$ cat config.mk
export PLATFORM = sky130hd
export DESIGN_NAME = eic_codec
export DESIGN_NICKNAME = d
export VERILOG_FILES = /design/src/eic_pkg.sv /design/src/eic_codec.sv
export SDC_FILE = /design/constraint.sdc
export NUM_CORES = 1
export LEC_CHECK = 0
export ABC_AREA = 1
export ABC_CLOCK_PERIOD_IN_PS = 10100
export BUFFER_PORTS_ARGS = -buffer_cell sky130_fd_sc_hd__buf_2
export CAP_MARGIN = 10
export CORE_ASPECT_RATIO = 0.5
export CORE_MARGIN = 2
export CORE_UTILIZATION = 54
export CTS_BUF_LIST = sky130_fd_sc_hd__clkbuf_8
export DETAILED_ROUTE_END_ITERATION = 8
export GPL_TIMING_DRIVEN = 0
export PLACE_DENSITY_LB_ADDON = 0.1
export SYNTH_ARGS = -nofsm -noshare
export SYNTH_HDL_FRONTEND = slang
export SYNTH_SLANG_ARGS = --single-unit
$ cat constraint.sdc
create_clock -name core_clk_i -period 10.1 [get_ports core_clk_i]
set_input_delay 1.515 -clock core_clk_i [delete_from_list [all_inputs] [get_ports core_clk_i]]
set_output_delay 1.515 -clock core_clk_i [all_outputs]
set_load 0.005 [all_outputs]
$ cat src/eic_pkg.sv
//
// Behaviour
// - Bit 15 of each word is the format flag: zero means plain unsigned, one means decimal float.
// - With the flag clear the whole word is an unscaled unsigned integer.
// - With the flag set the value is the signed mantissa times ten to the signed exponent.
// - The exponent is four bits of two's complement, from -8 to +7.
// - The mantissa is eleven bits of two's complement, from -1024 to +1023.
// - In float form the flag sits at bit 15, the exponent at 14..11 and the mantissa at 10..0.
// - The device may round a written value to the significant digits it keeps.
// - The float form holds large or small magnitudes in one word with three significant digits.
// - A read may answer in either form, so the reader must check the flag and decode both.
// - This word coding applies only to parameter exchange over the two serial-register links.
package eic_pkg;

    // ****************************************
    // Word layout
    // ****************************************
    localparam int EIC_FLAG_POS = 15;
    localparam int EIC_EXP_LSB = 11;
    localparam int EIC_MAN_LSB = 0;
    localparam logic [15:0] EIC_WORD_RST = 16'h0000;
    localparam logic [31:0] EIC_PLAIN_MAX = 32'h0000_7FFF;
    localparam logic [31:0] EIC_MAG_LIMIT = 32'h0000_03E8;
    localparam logic signed [4:0] EIC_EXP_MAX = 5'sh07;

    // Float form of the word
    typedef struct packed {
        logic flag;
        logic signed [3:0] expo;
        logic signed [10:0] mant;
    } eic_word_type;

    // Encoder input: signed integer times ten to a signed scale
    typedef struct packed {
        logic signed [31:0] value;
        logic signed [4:0] scale;
    } eic_num_type;

endpackage : eic_pkg

$ cat src/eic_codec.sv
`timescale 1ns/1ps
// ****************************************
// Extended integer word encoder and decoder
// ****************************************
module eic_codec
    import eic_pkg::*;
(
    // Clock and reset
    input wire logic core_clk_i,
    input wire logic resetn_i,
    // Encode request
    input wire logic enc_start_i,
    input wire eic_num_type enc_num_i,
    output logic enc_busy_o,
    output logic enc_done_o,
    output logic [15:0] enc_word_o,
    // Decode request
    input wire logic dec_start_i,
    input wire logic [15:0] dec_word_i,
    output logic dec_done_o,
    output logic dec_is_float_o,
    output logic [14:0] dec_plain_unsigned_word_o,
    output logic signed [10:0] dec_mant_o,
    output logic signed [3:0] dec_exp_o
);

    // ****************************************
    // Encoder state and datapath
    // ****************************************

    typedef enum logic [1:0] {ENC_IDLE, ENC_SCALE, ENC_ROUND} eic_enc_state_type;

    eic_enc_state_type state_q;
    logic [31:0] mag_q;
    logic neg_q;
    logic signed [4:0] exp_q;
    logic rem_half_q;
    logic [15:0] word_q;
    logic done_q;
    logic busy_q;
    logic plain_req;
    logic scale_more;
    logic [31:0] mag_abs;
    logic [31:0] mag_rnd;
    logic signed [10:0] man_s;
    eic_word_type fword;

    // Magnitude of the request
    assign mag_abs = enc_num_i.value[31] ? 32'(-enc_num_i.value) : enc_num_i.value;
    // Round half up from the last digit dropped
    assign mag_rnd = mag_q + {31'h0000_0000, rem_half_q};
    assign man_s = neg_q ? 11'(-mag_rnd) : 11'(mag_rnd);

    // Float form assembly
    always_comb begin
        fword.flag = 1'b1;
        fword.expo = 4'(exp_q);
        fword.mant = man_s;
    end

    // Whole non-negative numbers up to 32767 fit the plain form
    assign plain_req = (enc_num_i.scale == 5'sh00) && !enc_num_i.value[31]
        && (enc_num_i.value <= $signed(EIC_PLAIN_MAX));
    // Another division is due while too many digits remain and the exponent is below 7
    assign scale_more = (mag_q > EIC_MAG_LIMIT) && (exp_q < EIC_EXP_MAX);

    // ****************************************
    // Encoder sequencer
    // ****************************************

    // Plain words finish from idle, others scale and then round
    always_ff @(posedge core_clk_i or negedge resetn_i) begin
        if (!resetn_i) begin
            state_q <= ENC_IDLE;
        end else begin
            case (state_q)
                ENC_IDLE: begin
                    if (enc_start_i && !plain_req) begin
                        state_q <= ENC_SCALE;
                    end
                end
                ENC_SCALE: begin
                    if (!scale_more) begin
                        state_q <= ENC_ROUND;
                    end
                end
                ENC_ROUND: begin
                    state_q <= ENC_IDLE;
                end
                default: begin
                    state_q <= ENC_IDLE;
                end
            endcase
        end
    end

    // Magnitude, sign, exponent and last dropped digit
    always_ff @(posedge core_clk_i or negedge resetn_i) begin
        if (!resetn_i) begin
            mag_q <= 32'h0000_0000;
            neg_q <= 1'b0;
            exp_q <= 5'sh00;
            rem_half_q <= 1'b0;
        end else if (state_q == ENC_IDLE) begin
            if (enc_start_i) begin
                neg_q <= enc_num_i.value[31];
                mag_q <= mag_abs;
                exp_q <= enc_num_i.scale;
                rem_half_q <= 1'b0;
            end
        end else if (state_q == ENC_SCALE && scale_more) begin
            // One decimal digit dropped per cycle
            mag_q <= mag_q / 32'd10;
            rem_half_q <= (mag_q % 32'd10) >= 32'd5;
            exp_q <= exp_q + 5'sh01;
        end
    end

    // ****************************************
    // Encoder results
    // ****************************************

    // Result word: plain at once, float after rounding
    always_ff @(posedge core_clk_i or negedge resetn_i) begin
        if (!resetn_i) begin
            word_q <= EIC_WORD_RST;
        end else if (state_q == ENC_IDLE && enc_start_i && plain_req) begin
            word_q <= enc_num_i.value[15:0];
        end else if (state_q == ENC_ROUND) begin
            word_q <= fword;
        end
    end

    // Done pulse, one cycle with each new word
    always_ff @(posedge core_clk_i or negedge resetn_i) begin
        if (!resetn_i) begin
            done_q <= 1'b0;
        end else begin
            done_q <= (state_q == ENC_IDLE && enc_start_i && plain_req)
                || (state_q == ENC_ROUND);
        end
    end

    // Busy flag, high while scaling or rounding
    always_ff @(posedge core_clk_i or negedge resetn_i) begin
        if (!resetn_i) begin
            busy_q <= 1'b0;
        end else begin
            busy_q <= (state_q == ENC_IDLE && enc_start_i && !plain_req)
                || (state_q == ENC_SCALE);
        end
    end

    // Encoder outputs straight from flops
    assign enc_busy_o = busy_q;
    assign enc_done_o = done_q;
    assign enc_word_o = word_q;

    // ****************************************
    // Decoder
    // ****************************************

    logic dec_done_q;
    logic dec_float_q;
    logic [14:0] dec_plain_q;
    logic signed [10:0] dec_mant_q;
    logic signed [3:0] dec_exp_q;

    // Decoder: capture the flag and both readings of the word on each start
    always_ff @(posedge core_clk_i or negedge resetn_i) begin
        if (!resetn_i) begin
            dec_done_q <= 1'b0;
            dec_float_q <= 1'b0;
            dec_plain_q <= 15'h0000;
            dec_mant_q <= 11'sh000;
            dec_exp_q <= 4'sh0;
        end else begin
            dec_done_q <= dec_start_i;
            if (dec_start_i) begin
                dec_float_q <= dec_word_i[EIC_FLAG_POS];
                dec_plain_q <= dec_word_i[14:0];
                dec_exp_q <= dec_word_i[EIC_EXP_LSB +: 4];
                dec_mant_q <= dec_word_i[EIC_MAN_LSB +: 11];
            end
        end
    end

    // ****************************************
    // Decoder outputs
    // ****************************************

    // Decoded fields straight from flops
    assign dec_done_o = dec_done_q;
    assign dec_is_float_o = dec_float_q;
    assign dec_plain_unsigned_word_o = dec_plain_q;
    assign dec_mant_o = dec_mant_q;
    assign dec_exp_o = dec_exp_q;

endmodule : eic_codec

### After elaboration in Yosys (flattened, before gate mapping)

Index checks and enable logic that the tools add are counted.

* logic and storage cells: 63
* bits in registers: 91
* output and inout bits: 50

* divide/modulo/power cells: 2
* add/subtract/negate cells: 4
* equality and inequality tests: 5
* multiplexer cells: 16
* magnitude comparators: 4
* reductions and logical operators: 19

Operators with widths (number)
* 2-to-1 mux 32 bit: 4
* divider 32 x 4 -> 32 bit (second input constant): 1
* >= comparator 32 x 3 -> 1 bit (second input constant): 1
* greater-than comparator 32 x 10 -> 1 bit (second input constant): 1
* <= comparator 32 x 16 -> 1 bit (second input constant): 1
* remainder unit 32 x 4 -> 32 bit (second input constant): 1
* 2-to-1 mux 16 bit: 2
* negator 32 bit: 1
* 2-to-1 mux 5 bit: 3
* adder 11 x 1 -> 11 bit: 1
* 2-to-1 mux 11 bit: 1
* negator 11 bit: 1
* logical AND 1 bit: 8
* != test 2 bit (second input constant): 3
* AND reduction 2 bit: 3
* adder 5 x 2 -> 5 bit (second input constant): 1
* logical NOT 5 bit: 1
* less-than comparator 5 x 4 -> 1 bit (second input constant): 1
* 2-to-1 mux 2 bit: 2
* case mux 2 bit (2 select lines): 1
* nonzero test 2 bit: 2
* 2-to-1 mux 1 bit: 3
* equality test 2 x 1 -> 1 bit (second input constant): 1
* equality test 2 bit (second input constant): 1
* other kinds (3): 5

### Longest topological paths before layout

Gate-level depths: netlist of the first run.

* depth after elaboration: 7
* depth in mapped cells: 143

### Worst setup path before layout of the first run

OpenSTA, ideal clock, no wires.

* path type: register -> register
* start: register mag_q[28]
* end: register rem_half_q
* data required time: 9.984 ns
* stages on the path, launching flop included: 119
* period minus slack after synthesis: 9.665 ns
* arrival: 9.549 ns
* slack: 0.435 ns
* cell sequence: dfrtp_1 bufinv_8 nand3_2 nand2_4 nand2_2 nand2_2 nand3_2 nand2_2 nand3_1 nand2_1 nand2_2 nand3_1 nand3_2 nand2_2 nand2_2 nand2_2 nand3_2 nand2_2 (+83 left out) o21bai_1 nand3_1 nand2_2 nand2_2 nand2_1 nand2_2 inv_2 nand2_2 nand2_4 nand2_2 nand2_2 inv_1 ha_1 nand3b_1 o211ai_1 nand3_1 nand2_1 nand2_1

* word-level cells in the longest chain between the ends: 5
* elaborated cells on any way between the ends: 9
* classes of those cells: div (1); order compare (2); mux (2); reduce/logical (4)

Ends and longest elaborated chain
* start: declaration: RTL line eic_codec.sv:34 `logic [31:0] mag_q;`
* start signal: assignment: RTL line eic_codec.sv:107 `mag_q <= mag_abs;`
* start signal: assignment: RTL line eic_codec.sv:113 `mag_q <= mag_q / 32'd10;`
* parallel branches: the longest is 5 deep, another holds remainder unit 32 x 4 -> 32 bit
* end signal: assignment: RTL line eic_codec.sv:103 `rem_half_q <= 1'b0;`
* end signal: assignment: RTL line eic_codec.sv:109 `rem_half_q <= 1'b0;`
* end signal: assignment: RTL line eic_codec.sv:114 `rem_half_q <= (mag_q % 32'd10) >= 32'd5;`
* end: declaration: RTL line eic_codec.sv:37 `logic rem_half_q;`

Parallel ways; which one is timed is not known. The select of a mux whose other input is x is not followed.
A chain may end at the register's enable or synchronous reset.

### Worst setup path after layout of the first run

* start: register mag_q[31]
* end: register rem_half_q

The elaborated chain is that of the path after synthesis.

==> impl_metrics.yaml, run 1 <==
outcome:
  status: "complete, but fails checks"
  violations: "setup timing"
timing:
  worstMarginPinSlew_ps: 711
  fin_crit_sh_pct: 110
  fin_ws_ps: -997
  setup_violations: 4
  finalCriticalPeriod_ps: 11100
  maxSlewViolCount: 0
  slew_headroom_pct: 52.5
  grt_setup_unrepaired: "yes"
  fmax_mhz: 90.1
  skew_ps: 12.6
  hold_viol_final: 0
route:
  drcViolationCount: 0
  wirelength_um: 20800
  via_per_inst: 5.51
  first_pass_iters: 7
  num_vias: 7805
  post_drt_wl_per_cell_um: 14.7
  drt-initial-drc-count: 374
  ant_nets: 0
logic_synthesis:
  synth_fa_ha_area_share_pct: 1.37
  synth_xor_area_share_pct: 4.66
  netlist_instances: 1064
  ys_seq_area_share_pct: 26.0
  synthMuxAreaShare_pct: 2.46
  syn_area_per_cell_um2: 6.89
  ys_types: 46
  ys_warn_count: 0
  synth-simple-area-share_pct: 44.0
  synth_top_family_by_area: "simple AND/OR/NAND/NOR gates"
  synth_top_area_share_pct: 26.0
  yosysTopAreaCell: "dfrtp_1"
  synth_area_um2: 7330
  synthTopCellsByArea: "dfrtp_1 (26%), nand2_1 (14%), nand3_1 (8.1%)"
  synth.net_count: 1129
  synth_compound_gate_area_share_pct: 10.7
  ys_ff_latch: 76
place:
  place_inst: 1347
  io_buffers: 106
  dp_hpwl_um: 14500
  gp_congestion: 0.853
global_routing:
  antenna_found_initial: 0
  track_usage_pct: 26.2
  grt_overflow: 0
  grt_max_degree: 60
  grt_pass1_wl_um: 31100
  grt_pass1_vias: 6783
worst_setup_path:
  crit_top_cell: "nand2_4"
  crit_arrival_ps: 11380
  path_class: "register to register"
  slowest_stage: "dfrtp_2"
  critPathMaxStageDelay_ps: 490
  r2r_cells: 128
  r2r-start: "mag_q[31]"
  critPathLaunch: "mag_q[31]"
  cp_max_fo: 7
  worst_setup_path_end_kind: "register"
  worstPathRequired_ps: 10380
  crit_path_start_kind: "register"
die:
  start_util_pct: 54.7
  pin_count: 107
  die_x_um: 169
  core-area_um2: 13400
  rows: 30
  dieArea_um2: 14600
  die_y_um: 86.4
cells_and_area:
  drive_above_1_share_pct: 41.2
  final_nets: 1300
  final_cell_mix: "nand2_1 (208), buf_2 (105), inv_1 (96)"
  layout_commonest_cell: "nand2_1"
  diodes: 0
  final_cell_count_no_fill: 1416
  area_growth_pct: 31.6
cts:
  cts_buffer_depth: 2
  cts_root_buffer: "clkbuf_8"
  htree_num_levels: 3
  clock-sinks: 76
  clk_pin_slew_ps: 90
  holdBufCountCts: 0
  worstSkewPairLatency_ps: 380
  numCtsBuffers: 9
  cts_tree: "built"
hold_path:
  hp-start: "enc_word_o[14]"
  hold_path.class: "register to register"
  min_path_cells: 2
job:
  maxCapViolations: 0
-- metrics by stage --
stage	setup slack (ps)	TNS [ps]	hold slack, ps	util (%)	instance area, um^2
2_1_floorplan	435	0	453	-	7330
3_3_place_gp	-730	-1010	458	60.3	8080
3_5_place_dp	-1000	-1800	459	60.5	8110
4_1_cts	-779	-1470	479	64.1	8590
5_1_grt	-1860	-5810	519	71.9	9640
6_report	-997	-2310	483	71.9	9640
-- registers in the layout (all words and copies together), names as in the netlist --
register	count
dec_exp_o	4
rem_half_q	1
dec_plain_unsigned_word_o	1
mag_q	32
enc_busy_o	1
enc_done_o	1
dec_is_float_o	1
state_q	2
dec_done_o	1
enc_word_o	16
neg_q	1
dec_mant_o	10
exp_q	5
-- path summary, 6_finish.rpt --
path | end | slack, ps
max | rem_half_q | -1000
min | enc_word_o[14] | 480
max reg2reg | rem_half_q | -1000
min reg2reg | enc_word_o[14] | 480
max in group asynchronous | mag_q[31] | 8510
min in group asynchronous | dec_mant_o[2] | 1010
-- critical path, delay by kind of cell, from the launching register on --
family          cells  cell delay, ps
flops               1             490
buf+inv            17            1200
compound gates      4             690
simple gates      106            8400
fa+ha+maj           1             160
-- routing by layer --
layer,up-vias,global-route usage [%],wire [um]
met4,0,5.49,263
met5,-,0,0
met3,25,3.88,1030
met1,3738,34.4,9230
met2,198,46.6,10300
li1,3844,-,-
-- synthesized netlist by cell type (all sizes together) --
cell	instances
clkinv	5
ha	8
nor3	22
o21bai	4
a31o	1
clkbuf	14
and3	1
xnor2	12
o311ai	2
nand3	148
nand3b	5
nor2	58
clkdlybuf4s15	1
mux2	16
a31oi	3
inv	144
a21oi	16
buf	17
xor2	27
o31ai	1
o211ai	14
nor4	6
o41ai	1
nand4	14
or2	2
o21ai	33
dfrtp	76
a22oi	7
nand2	374
o221ai	25
a41oi	1
o22ai	4
bufinv	2
-- cells by family after synthesis --
family,Yosys count
flip-flops,76
AND/OR/NAND/NOR,630
buffers and inverters,183
multiplexers,16
AO/OA/AOI/OAI,112
adder cells (fa/ha/maj),8
XOR/XNOR,39
-- area by class of cell --
cell class | instances | area [um^2]
fillers | 1081 | 3760
plain buffers | 32 | 193
clock inverters | 6 | 70.1
inverters | 151 | 622
well taps | 176 | 220
flip-flops and latches | 76 | 1910
repair buffers | 160 | 985
multi-input cells | 805 | 5510
clock buffers | 10 | 138
-- timing repair --
item | CTS | global route
endpoints found under the setup margin | 3 | 6
setup buffers | 18 | 35
gates resized for setup | 32 | 184
gates cloned | 0 | 0
pin swaps | 40 | 88
Power of run 1 is left out: the tool's default activity adds up to more than one toggle a clock period on the data nets, which glitch-free logic cannot reach.
==> inputs of run 2 (changes only) <==
--- a/config.mk
+++ b/config.mk
@@ -5,13 +5,12 @@
 export SDC_FILE = /design/constraint.sdc
 export NUM_CORES = 1
 export LEC_CHECK = 0
-export ABC_AREA = 1
 export ABC_CLOCK_PERIOD_IN_PS = 10100
 export BUFFER_PORTS_ARGS = -buffer_cell sky130_fd_sc_hd__buf_2
 export CAP_MARGIN = 10
 export CORE_ASPECT_RATIO = 0.5
 export CORE_MARGIN = 2
-export CORE_UTILIZATION = 54
+export CORE_UTILIZATION = 56
 export CTS_BUF_LIST = sky130_fd_sc_hd__clkbuf_8
 export DETAILED_ROUTE_END_ITERATION = 8
 export GPL_TIMING_DRIVEN = 0
==> impl_metrics.yaml, run 2 <==
cts:
  htree_num_levels: 3
  numCtsBuffers: 9
  worstSkewPairLatency_ps: 380
  cts_buffer_depth: 2
  clock-sinks: 76
  cts_tree: "built"
  cts_root_buffer: "clkbuf_8"
  clk_pin_slew_ps: 90
timing:
  grt_setup_unrepaired: "yes"
  setup_violations: 4
  hold_viol_final: 0
  skew_ps: 17.7
  finalCriticalPeriod_ps: 11410
  slew_headroom_pct: 49.3
  fin_ws_ps: -1310
  fin_crit_sh_pct: 113
  maxSlewViolCount: 0
  fmax_mhz: 87.7
  worstMarginPinSlew_ps: 758
  fin_tns_setup_ps: -3470
logic_synthesis:
  synthArstFlopShare_pct: 100
  yosysTopAreaCell: "dfrtp_1"
  synth_top_area_share_pct: 19.4
  synth_ff_type: "dfrtp_1"
  synthTopCellsByArea: "dfrtp_1 (19%), nand2_1 (4.8%), xnor2_1 (4.2%)"
  ys_types: 114
  syn_area_per_cell_um2: 7.65
  synth-edff-count: 0
  netlist_instances: 1279
  synth.net_count: 1344
  ys_seq_area_share_pct: 19.4
  synth_area_um2: 9780
  yosysMostFrequentCell: "nand2_1"
  ys_ff_latch: 76
  netlist_top_cells_count: "nand2_1 (126), nor2_1 (102), o21ai_0 (79)"
  ys_warn_count: 0
global_routing:
  grt_overflow: 0
  grt_pass1_wl_um: 54200
  track_usage_pct: 35.3
  antenna_found_initial: 0
  grt_pass1_vias: 10800
  grt_max_degree: 70
worst_setup_path:
  critical_path.top_delay_family: "compound AO/OA/AOI/OAI gates"
  critPathMaxStageDelay_ps: 500
  r2r_cells: 49
  crit_cells: 49
  slowest_stage: "nor4_1"
  crit_path_start_kind: "register"
  path_buf_inv: 11
  crit_arrival_ps: 11670
  path_class: "register to register"
  crit_top_cell: "buf_4"
  worstPathRequired_ps: 10360
  cp_max_fo: 10
  worst_setup_path_end_kind: "register"
die:
  start_util_pct: 56.8
  pin_count: 107
  die_y_um: 97.4
  die_x_um: 191
  core-area_um2: 17200
  rows: 34
  dieArea_um2: 18600
cells_and_area:
  stdcell_area_um2: 13200
  fillers: 1236
  layout_commonest_cell: "buf_4"
  final_cell_mix: "buf_4 (129), nand2_1 (116), buf_2 (109)"
  largest_reg_flops: 32
  diodes: 0
  final_nets: 1579
  drive_above_1_share_pct: 33.6
  top_register: "mag_q"
  fin_util_pct: 76.4
  area_growth_pct: 34.7
place:
  dpl_cell_area_um2: 10700
  gp_congestion: 0.940
  dp_hpwl_um: 23500
  io_buffers: 104
job:
  maxCapViolations: 0
hold_path:
  hold_path.class: "register to register"
  min_path_cells: 2
route:
  first_pass_iters: 8
  ant_nets: 0
  post_drt_wl_per_cell_um: 20.6
  wirelength_um: 36100
  via_per_inst: 6.79
  num_vias: 11900
  drcViolationCount: 0
  drt-initial-drc-count: 1281
outcome:
  status: "complete, but fails checks"
  violations: "setup timing"
[run 2: cell types whose count changed after synthesis, sizes merged, moves of 36 or more]
cell / change
nand3: -93
inv: -108
xnor2: +36
o21ai: +59
clkbuf: +57
nor2: +45
a21oi: +38
nand2: -248
[run 2: worst min-delay path: stages (launching register included)]
cell	delay, ps
dfrtp_1	350
nand2_1	50
nand2_1	60
[run 2: routing by layer]
layer / GRT usage [%] / share of wire, % / up-vias
met5: 0 / 0 / -
met3: 5.71 / 8.3 / 139
met2: 58.7 / 48 / 695
met4: 12.2 / 3.1 / 0
li1: - / - / 5386
met1: 46.5 / 41 / 5684
[run 2: worst paths after layout]
kind                                     start              to  slack, ps
min in group asynchronous             resetn_i   dec_mant_o[4]        960
max in group asynchronous             resetn_i       mag_q[27]       8580
worst min-delay path            enc_word_o[12]  enc_word_o[12]        490
worst max register to register       mag_q[28]      rem_half_q      -1310
worst max-delay path                 mag_q[28]      rem_half_q      -1310
worst min register to register  enc_word_o[12]  enc_word_o[12]        490
[run 2: layout make-up]
class	instances	area (um^2)	share of cell area, %
repair buffers	231	1580	12.0
plain buffers	113	619	4.70
clock buffers	10	138	1.05
multi-input cells	1042	8410	63.8
inverters	41	158	1.20
well taps	234	293	2.22
flip-flops and latches	76	1900	14.5
clock inverters	6	71.3	0.542
[run 2: kinds of logic after synthesis]
group	share of synthesized area (%)
fa+ha+maj	1.33
simple gates	24.7
buf+inv	7.60
compound gates	35.6
flops	19.4
xor+xnor	6.28
mux	5.00
[run 2: per-stage QoR]
| step | hold WS, ps | cells | setup slack [ps] |
|---|---|---|---|
| 2_1_floorplan | 465 | 1279 | -210 |
| 3_3_place_gp | 461 | 1617 | -1910 |
| 3_5_place_dp | 462 | 1618 | -2090 |
| 4_1_cts | 490 | 1696 | -894 |
| 5_1_grt | 519 | 1753 | -1640 |
| 6_report | 491 | 1753 | -1310 |
[run 2: what timing repair did]
action                     4_1_cts  5_1_grt
setup buffers                   64       64
hold buffers                     0        0
pin swaps                       46       78
gates resized for setup        122      145
setup endpoints to repair        6        5
Power of run 2 is left out for the same reason.
